## config.mk

```make
export PLATFORM = sky130hd
export DESIGN_NAME = wqw_watchdog
export DESIGN_NICKNAME = d
export VERILOG_FILES = /design/src/wqw_pkg.sv /design/src/wqw_watchdog.sv
export VERILOG_INCLUDE_DIRS = /design/src
export SDC_FILE = /design/constraint.sdc
export NUM_CORES = 1
export LEC_CHECK = 0
export ABC_CLOCK_PERIOD_IN_PS = 14900
export BUFFER_PORTS_ARGS = -buffer_cell sky130_fd_sc_hd__buf_2
export CORE_MARGIN = 2
export CORE_UTILIZATION = 60
export DETAILED_ROUTE_END_ITERATION = 6
export PLACE_DENSITY_LB_ADDON = 0.05
export SYNTH_ARGS = -nofsm -noshare
export SYNTH_HDL_FRONTEND = slang
export SYNTH_SLANG_ARGS = --single-unit
export TNS_END_PERCENT = 20
```

## constraint.sdc

```tcl
create_clock -name clk -period 14.9 [get_ports clk]
set_input_delay 0 -clock clk [delete_from_list [all_inputs] [get_ports clk]]
set_output_delay 0 -clock clk [all_outputs]
set_load 0.005 [all_outputs]
```

## src/wqw_consts.svh

```systemverilog
// Offsets, field positions, reset values and timing figures of the watchdog.
// Included by the package and the watchdog module; definitions only.
`ifndef WQW_CONSTS_SVH
`define WQW_CONSTS_SVH

// Register offsets
`define WQW_ADDR_RESET_MAP     8'h08
`define WQW_ADDR_STATUS        8'h0E
`define WQW_ADDR_CLOCK_CFG     8'h13
`define WQW_ADDR_WINDOW_CFG    8'h14
`define WQW_ADDR_FAIL_EN_CFG   8'h15
`define WQW_ADDR_KEY           8'h16
`define WQW_ADDR_LOCK          8'h17

// Status field positions
`define WQW_ST_PIN_LEVEL       5
`define WQW_ST_OPEN            4
`define WQW_ST_FAULT           3
`define WQW_ST_MISMATCH        2
`define WQW_ST_EARLY           1
`define WQW_ST_EXPIRED         0

// Reset values
`define WQW_RST_CLOCK_CFG      8'h00
`define WQW_RST_WINDOW_CFG     8'h00
`define WQW_RST_FAIL_EN_CFG    8'h00
`define WQW_RST_KEY            8'h01
`define WQW_RST_RESET_MAP      1'b1

// Timing: base tick in ns, clock period in ns, scale and window factors
`define WQW_BASE_TICK_NS       128000
`define WQW_CLK_PERIOD_NS      10
`define WQW_BASE_TICK_CYC      (`WQW_BASE_TICK_NS / `WQW_CLK_PERIOD_NS)
`define WQW_SCALE_FACTOR       64
`define WQW_WINDOW_FACTOR      8

`endif

```

## src/wqw_pkg.sv

```systemverilog
// Types shared by the watchdog design.
// Assumes wqw_consts.svh sits in the include path.
package wqw_pkg;
    `include "wqw_consts.svh"

    // Window phase of the watchdog
    typedef enum logic [1:0] {
        WQW_IDLE,
        WQW_CLOSED,
        WQW_OPEN
    } wqw_phase_t;

    // Register access request from the serial register interface
    typedef struct packed {
        logic       wr;
        logic       rd;
        logic [7:0] addr;
        logic [7:0] wdata;
    } wqw_reg_req_t;
endpackage

```

## src/wqw_watchdog.sv

```systemverilog
// Windowed simple / question-answer watchdog with its register set.
// Assumes the serial register interface delivers one-cycle read and write
// strobes synchronous to clk; read data appears one cycle after the strobe.
//
// Operation
// - Status shows live reset pin level
// - Status shows open window active live
// - Fault bit after configured failures, mismatch excluded
// - Wrong key latches mismatch, read clears
// - Simple-mode or correct key write in closed window latches early
// - No key write whole window latches expired
// - Mode bit 0 answers, 1 simple
// - Tick period (divider+1) times base, scale x64
// - Closed phase ticks (field+1) times 8
// - Open phase ticks (field+1) times 8
// - Enable runs; failures reach count, report
// - First window lengths times (extension+1)
// - Key register reads current key
// - Simple mode: any key write in open refreshes
// - Answer mode: wrong key ignored, mismatch
// - Correct key in open refreshes, updates key
// - Correct key in closed ignored, early
// - Key sequence from 8-bit LFSR polynomial
// - Lock bit makes clock, window and fail/enable configuration read-only
// - Errors drive reset only when mapped
`include "wqw_consts.svh"
module wqw_watchdog
    import wqw_pkg::*;
#(
    parameter int BASE_TICK_CYC = `WQW_BASE_TICK_CYC
)(
    // Clock and reset
    input  wire logic              clk,
    input  wire logic              resetn,
    // Register access
    input  wire wqw_pkg::wqw_reg_req_t reg_req,
    output logic [7:0]             reg_rdata,
    // Reset pin
    input  wire logic              reset_pin_level,
    output logic                   system_reset_output_n,
    // Live window status
    output logic                   update_window_active
);
    import wqw_pkg::*;
    // Configuration registers
    logic       simple_mode_select;
    logic       tick_base_select;
    logic [5:0] tick_divider;
    logic [3:0] closed_phase_length;
    logic [3:0] open_phase_length;
    logic       failure_threshold;
    logic       watchdog_enable_bit;
    logic [2:0] first_window_extension;
    logic       config_write_protect;
    logic       fault_to_reset_map;
    logic [7:0] service_key;

    // Status and internal state
    logic        key_mismatch_flag;
    logic        early_update_flag;
    logic        window_expired_flag;
    logic        watchdog_fault;
    logic [1:0]  fail_count;
    logic        first_window;
    wqw_phase_t  phase;
    logic [31:0] base_cnt;
    logic [5:0]  scale_cnt;
    logic [5:0]  div_cnt;
    logic [10:0] win_cnt;

    // Decoded strobes and events
    logic       key_write;
    logic       cfg_write_ok;
    logic       status_read;
    logic       base_pulse;
    logic       scaled_pulse;
    logic       wd_tick;
    logic [7:0] next_key;
    logic       key_correct;
    logic       refresh;
    logic       early_event;
    logic       mismatch_event;
    logic       expire_event;
    logic       phase_end;
    logic [10:0] phase_ticks;
    logic        next_fault;

    // Access decode
    assign key_write    = reg_req.wr && reg_req.addr == `WQW_ADDR_KEY;
    assign status_read  = reg_req.rd && reg_req.addr == `WQW_ADDR_STATUS;
    assign cfg_write_ok = reg_req.wr && !config_write_protect;

    // Next answer of the sequence, taps 8,6,5,4
    assign next_key = {service_key[6:0],
                       service_key[7] ^ service_key[5] ^ service_key[4] ^ service_key[3]};
    assign key_correct = reg_req.wdata == next_key;

    // Key write classification per mode and phase
    always_comb begin
        refresh        = 1'b0;
        early_event    = 1'b0;
        mismatch_event = 1'b0;
        if (key_write && phase != WQW_IDLE) begin
            if (simple_mode_select) begin
                refresh     = (phase == WQW_OPEN);
                early_event = (phase == WQW_CLOSED);
            end else if (!key_correct) begin
                mismatch_event = 1'b1;
            end else begin
                refresh     = (phase == WQW_OPEN);
                early_event = (phase == WQW_CLOSED);
            end
        end
    end

    // Base tick of 128 us; restarts on enable and on refresh so each window is whole
    always_ff @(posedge clk or negedge resetn) begin
        if (!resetn) begin
            base_cnt <= 32'h0000_0000;
        end else if (phase == WQW_IDLE || refresh || base_pulse) begin
            base_cnt <= 32'h0000_0000;
        end else begin
            base_cnt <= base_cnt + 32'h0000_0001;
        end
    end
    assign base_pulse = phase != WQW_IDLE && base_cnt == 32'(BASE_TICK_CYC - 1);

    // Optional x64 prescale of the base tick
    always_ff @(posedge clk or negedge resetn) begin
        if (!resetn) begin
            scale_cnt <= 6'h00;
        end else if (phase == WQW_IDLE || refresh) begin
            scale_cnt <= 6'h00;
        end else if (base_pulse) begin
            scale_cnt <= scale_cnt + 6'h01;
        end
    end
    assign scaled_pulse = base_pulse &&
        (!tick_base_select || scale_cnt == 6'(`WQW_SCALE_FACTOR - 1));

    // Watchdog clock divider: one tick per (divider+1) scaled pulses
    always_ff @(posedge clk or negedge resetn) begin
        if (!resetn) begin
            div_cnt <= 6'h00;
        end else if (phase == WQW_IDLE || refresh || wd_tick) begin
            div_cnt <= 6'h00;
        end else if (scaled_pulse) begin
            div_cnt <= div_cnt + 6'h01;
        end
    end
    assign wd_tick = scaled_pulse && div_cnt == tick_divider;

    // Phase length in watchdog ticks, stretched in the first window
    always_comb begin
        logic [10:0] base_len;
        base_len = 11'({closed_phase_length, 3'b000}) + 11'h008;
        if (phase == WQW_OPEN) begin
            base_len = 11'({open_phase_length, 3'b000}) + 11'h008;
        end
        phase_ticks = base_len;
        if (first_window) begin
            phase_ticks = 11'(base_len * ({8'h00, first_window_extension} + 11'h001));
        end
    end
    assign phase_end    = wd_tick && win_cnt == phase_ticks - 11'h001;
    assign expire_event = phase == WQW_OPEN && phase_end && !refresh;

    // Window sequencer
    always_ff @(posedge clk or negedge resetn) begin
        if (!resetn) begin
            phase   <= WQW_IDLE;
            win_cnt <= 11'h000;
        end else if (!watchdog_enable_bit) begin
            phase   <= WQW_IDLE;
            win_cnt <= 11'h000;
        end else begin
            unique case (phase)
                WQW_IDLE: begin
                    phase   <= WQW_CLOSED;
                end
                WQW_CLOSED: begin
                    if (phase_end) begin
                        phase   <= WQW_OPEN;
                        win_cnt <= 11'h000;
                    end else if (wd_tick) begin
                        win_cnt <= win_cnt + 11'h001;
                    end
                end
                WQW_OPEN: begin
                    if (refresh || phase_end) begin
                        phase   <= WQW_CLOSED;
                        win_cnt <= 11'h000;
                    end else if (wd_tick) begin
                        win_cnt <= win_cnt + 11'h001;
                    end
                end
            endcase
        end
    end

    // First-window stretch lasts until the first window is over
    always_ff @(posedge clk or negedge resetn) begin
        if (!resetn) begin
            first_window <= 1'b1;
        end else if (phase == WQW_OPEN && (refresh || phase_end)) begin
            first_window <= 1'b0;
        end
    end

    // Service key: advances only on a correct answer in the open window
    always_ff @(posedge clk or negedge resetn) begin
        if (!resetn) begin
            service_key <= `WQW_RST_KEY;
        end else if (refresh && !simple_mode_select) begin
            service_key <= next_key;
        end
    end

    // Configuration writes, ignored while locked
    always_ff @(posedge clk or negedge resetn) begin
        if (!resetn) begin
            {simple_mode_select, tick_base_select, tick_divider} <= `WQW_RST_CLOCK_CFG;
            {closed_phase_length, open_phase_length}             <= `WQW_RST_WINDOW_CFG;
            failure_threshold      <= 1'(`WQW_RST_FAIL_EN_CFG >> 4);
            watchdog_enable_bit    <= 1'(`WQW_RST_FAIL_EN_CFG >> 3);
            first_window_extension <= 3'(`WQW_RST_FAIL_EN_CFG);
        end else if (cfg_write_ok) begin
            unique case (reg_req.addr)
                `WQW_ADDR_CLOCK_CFG: begin
                    {simple_mode_select, tick_base_select, tick_divider} <= reg_req.wdata;
                end
                `WQW_ADDR_WINDOW_CFG: begin
                    {closed_phase_length, open_phase_length} <= reg_req.wdata;
                end
                `WQW_ADDR_FAIL_EN_CFG: begin
                    failure_threshold      <= reg_req.wdata[4];
                    watchdog_enable_bit    <= reg_req.wdata[3];
                    first_window_extension <= reg_req.wdata[2:0];
                end
                default: ;
            endcase
        end
    end

    // Lock and reset mapping bits
    always_ff @(posedge clk or negedge resetn) begin
        if (!resetn) begin
            config_write_protect <= 1'b0;
            fault_to_reset_map   <= `WQW_RST_RESET_MAP;
        end else if (reg_req.wr && reg_req.addr == `WQW_ADDR_LOCK) begin
            config_write_protect <= reg_req.wdata[0];
        end else if (reg_req.wr && reg_req.addr == `WQW_ADDR_RESET_MAP) begin
            fault_to_reset_map <= reg_req.wdata[0];
        end
    end

    // Read-clear violation flags; a new event wins over the clear
    always_ff @(posedge clk or negedge resetn) begin
        if (!resetn) begin
            key_mismatch_flag   <= 1'b0;
            early_update_flag   <= 1'b0;
            window_expired_flag <= 1'b0;
        end else begin
            key_mismatch_flag   <= mismatch_event | (key_mismatch_flag & !status_read);
            early_update_flag   <= early_event | (early_update_flag & !status_read);
            window_expired_flag <= expire_event | (window_expired_flag & !status_read);
        end
    end

    // Failure counting: early updates and expiries only
    assign next_fault = (fail_count + 2'(early_event | expire_event)) >=
                        (failure_threshold ? 2'd2 : 2'd1);
    always_ff @(posedge clk or negedge resetn) begin
        if (!resetn) begin
            fail_count     <= 2'd0;
            watchdog_fault <= 1'b0;
        end else if (early_event || expire_event) begin
            if (fail_count != 2'd2) begin
                fail_count <= fail_count + 2'd1;
            end
            watchdog_fault <= watchdog_fault | next_fault;
        end
    end

    // Reset output: low while a mapped watchdog error stands
    always_ff @(posedge clk or negedge resetn) begin
        if (!resetn) begin
            system_reset_output_n <= 1'b1;
        end else begin
            system_reset_output_n <= !(fault_to_reset_map &&
                (watchdog_fault || key_mismatch_flag));
        end
    end

    // Live open window indication
    always_ff @(posedge clk or negedge resetn) begin
        if (!resetn) begin
            update_window_active <= 1'b0;
        end else begin
            update_window_active <= (phase == WQW_OPEN) && !(refresh || phase_end);
        end
    end

    // Read data, registered
    always_ff @(posedge clk or negedge resetn) begin
        if (!resetn) begin
            reg_rdata <= 8'h00;
        end else if (reg_req.rd) begin
            unique case (reg_req.addr)
                `WQW_ADDR_STATUS: begin
                    reg_rdata <= {2'b00, reset_pin_level, phase == WQW_OPEN, watchdog_fault,
                                  key_mismatch_flag, early_update_flag, window_expired_flag};
                end
                `WQW_ADDR_CLOCK_CFG: begin
                    reg_rdata <= {simple_mode_select, tick_base_select, tick_divider};
                end
                `WQW_ADDR_WINDOW_CFG: begin
                    reg_rdata <= {closed_phase_length, open_phase_length};
                end
                `WQW_ADDR_FAIL_EN_CFG: begin
                    reg_rdata <= {3'b000, failure_threshold, watchdog_enable_bit,
                                  first_window_extension};
                end
                `WQW_ADDR_KEY:       reg_rdata <= service_key;
                `WQW_ADDR_LOCK:      reg_rdata <= {7'h00, config_write_protect};
                `WQW_ADDR_RESET_MAP: reg_rdata <= {7'h00, fault_to_reset_map};
                default:             reg_rdata <= 8'h00;
            endcase
        end
    end
endmodule

```

==> impl_metrics.tcl <==
set metrics [dict create \
    outcome "finished clean" \
    leakagePower_nw 3.27 \
    globalRouteOverflowTotal 0 \
    drt_first_iter_violations 362 \
    postLayoutCellArea_um2 7090 \
    routed_wire_length_per_instance_um 16.3 \
    ant_nets 0 \
    power_density_nw_per_um2 73.3 \
    grt_first_pass_wirelength_mm 23.1 \
    post-dp-hpwl_mm 10.5 \
    criticalPathCategory "reg -> reg" \
    die_span_y_um 108 \
    net_count_after_synthesis 731 \
    worst_setup_hold_path_clk_slew_ns 0.11 \
    cts_buffers 9 \
    drt-pass1-iter-count 5 \
    comb_power_share_pct 9.0 \
    design.portCount 31 \
    tritoncts_clock_tree "yes" \
    finalSetupTns_ns 0 \
    final_layout_size_suffix_gt1_share_pct 13.6 \
    std_cell_rows 37 \
    fillCellCount 834 \
    worst_pin_slew_ns 1.19 \
    layout.core_utilization_pct 68.1 \
    antenna-diode-count 0 \
    initial_core_util_pct 62.3 \
    cts_resized 0 \
    routability_congestion_estimate_from_global_placement 0.900 \
    dpl_cell_area_um2 6770 \
    cts.sink_count 105 \
    post_cts_setup_repair_bufs 0 \
    coreArea_um2 10400 \
    synth_cell_type_count 60 \
    critPathSlowestCell "a2111oi_4" \
    ir_drop_mv 0.0692 \
    min-delay-path-class "in -> async" \
    final_setup_violating_endpoints 0 \
    achievable_freq_mhz 136 \
    synth_sequential_area_ratio_pct 40.6 \
    skew_ns 0.0203 \
    slew_headroom_pct 20.3 \
    intPower_w 0.000386 \
    cts-root-to-sink-buffers 2 \
    cts-hold-fix-buffers 13 \
    synthCells 682 \
    critical-path-top-cell-by-count "ha_1" \
    synth.ff_latch_count 105 \
    crit_path_max_incr_delay_ns 0.88 \
    net-switching-power_w 0.000134 \
    fin_nets 772 \
    via_per_instance_ratio 5.91 \
    commonest_register_cell_after_synthesis "dfrtp_1" \
    critical_path_arrival_ns 7.61 \
    share_of_the_clock_period_used_by_the_worst_path_pct 49.3 \
    root_buffer "clkbuf_8" \
    synth-edff-count 0 \
    detail_route.drc_violations 0 \
    synth_area_um2 6490 \
    syn_avg_cell_area_um2 9.51 \
    finalWirelength_mm 14.1 \
    fin_crit_ns 7.35 \
    clkLatencyLatePin_ns 0.39 \
    cp-end-kind "register" \
    worst_setup_path_start_kind "register" \
    async_reset_ff_share_pct 100 \
    areaGrowthSynthToFinish_pct 9.27 \
    groute.usage.overall_pct 25.4 \
    die_width_um 108 \
    swShare_pct 25.7 \
    grt_start_max_net_pins 71 \
    rsz_0062_raised_after_global_routing "false" \
    io_buffers 30 \
    max_cap_violations 0 \
    power.sequential.fraction_pct 56.3 \
    placement_stage_worst_setup_slack_ns 7.65 \
    first_global_vias 4992 \
    max_fo_critical_path 15 \
    antenna_found_initial 0 \
    p_clk_share_pct 34.6 \
    slew_viol_final 0 \
    vias_post_dr 5105 \
    synth-warning-count 0 \
    final_cell_mix "101 x dfrtp_1, 73 x nor2_1, 68 x nand2_1, 41 x xor2_1, 33 x mux2_2" \
    worst_ep_required_time_ns 15.16 \
    finalWorstSetupSlack_ns 7.55 \
    timing_hold_violations_final 0 \
    final_common_cell "dfrtp_1" \
    die_outline_area_um2 11700 \
    h_tree_depth_reported_by_cts 3 \
]
registers in the layout, indices dropped and copies added, names as in the netlist, 6 cells and up:
register	flops
base_cnt	32
scale_cnt	6
tick_divider	6
win_cnt	11
reg_rdata	8
div_cnt	6
service_key	8
power by group through the flow:
stage / combinational, W / clock, W / sequential, W
finish: 0.0000469 / 0.000180 / 0.000293
global route: 0.0000528 / 0.000196 / 0.000293
CTS: 0.0000471 / 0.000184 / 0.000293
detailed placement: 0.0000445 / 0 / 0.000298
global placement: 0.0000434 / 0 / 0.000298
floorplan: 0.0000285 / 0 / 0.000296
per-stage QoR:
stage               cells  hold WS, ns  power [W]
floorplan             682       -0.296   0.000325
global placement      835     -0.00220   0.000341
detailed placement    835     0.000870   0.000343
CTS                   864        0.122   0.000524
global route          864        0.153   0.000541
finish                864        0.114   0.000520
final timing paths:
check / from / to / slack (ns) / cells past startpoint
max: phase[0] / watchdog_fault / 7.55 / 26
min: resetn / open_phase_length[2] / 0.11 / 2
max reg2reg: phase[0] / watchdog_fault / 7.55 / 26
min reg2reg: base_cnt[0] / base_cnt[0] / 0.49 / 1
max in group asynchronous: resetn / scale_cnt[1] / 13.55 / 3
min in group clk: reg_req[12] / fault_to_reset_map / 0.14 / 5
final cells by class:
| type | instances | area (µm²) | area share, % |
|---|---|---|---|
| multi-input combinational | 529 | 3660 | 51.7 |
| sequential | 105 | 2630 | 37.1 |
| timing repair buffer | 47 | 313 | 4.41 |
| tap | 136 | 170 | 2.40 |
| clock buffer | 11 | 131 | 1.85 |
| inverter | 31 | 116 | 1.64 |
| clock inverter | 5 | 62.6 | 0.882 |
routing by layer:
layer / global-route usage (%) / wire length [µm]
met1: 32.9 / 6430
met2: 41.8 / 6550
met3: 4.10 / 675
met4: 12.5 / 425
met5: 0 / 0
synth_stat cells, types with 5 or more instances:
| cell | n | area share, % |
|---|---|---|
| a211oi_1 | 11 | 1.3 |
| a21o_1 | 12 | 1.4 |
| a21oi_1 | 18 | 1.4 |
| a222oi_1 | 5 | 0.77 |
| and2_1 | 7 | 0.67 |
| and3_1 | 14 | 1.3 |
| clkbuf_1 | 14 | 0.81 |
| dfrtp_1 | 101 | 39 |
| fa_1 | 6 | 1.9 |
| ha_1 | 22 | 4.2 |
| inv_1 | 31 | 1.8 |
| mux2_2 | 33 | 5.7 |
| mux2i_1 | 11 | 1.7 |
| nand2_1 | 68 | 3.9 |
| nand2b_1 | 17 | 1.6 |
| nand3_1 | 28 | 2.2 |
| nand4_1 | 11 | 1.1 |
| nor2_1 | 73 | 4.2 |
| nor2b_1 | 10 | 0.96 |
| nor3_1 | 14 | 1.1 |
| nor4_1 | 7 | 0.67 |
| o21ai_0 | 21 | 1.6 |
| o22ai_1 | 10 | 0.96 |
| or2_2 | 7 | 0.67 |
| or3_1 | 7 | 0.67 |
| xnor2_1 | 25 | 3.4 |
| xor2_1 | 41 | 5.5 |
cells by family after synthesis:
family          synth area share, %
flops                          40.6
xor+xnor                       9.60
buf+inv                        2.95
fa+ha+maj                      6.09
mux                            8.20
simple gates                   21.9
compound gates                 10.7
worst max-delay path, delay by kind of cell, from the launching register on:
family	cells	cell delay, ns
AOI/OAI and AO/OA	10	2.77
adders and majority gates	6	2.10
DFF	1	0.42
and+or+nand+nor	7	1.73
buffers and inverters	3	0.21
(Power assumes the default switching activity.)
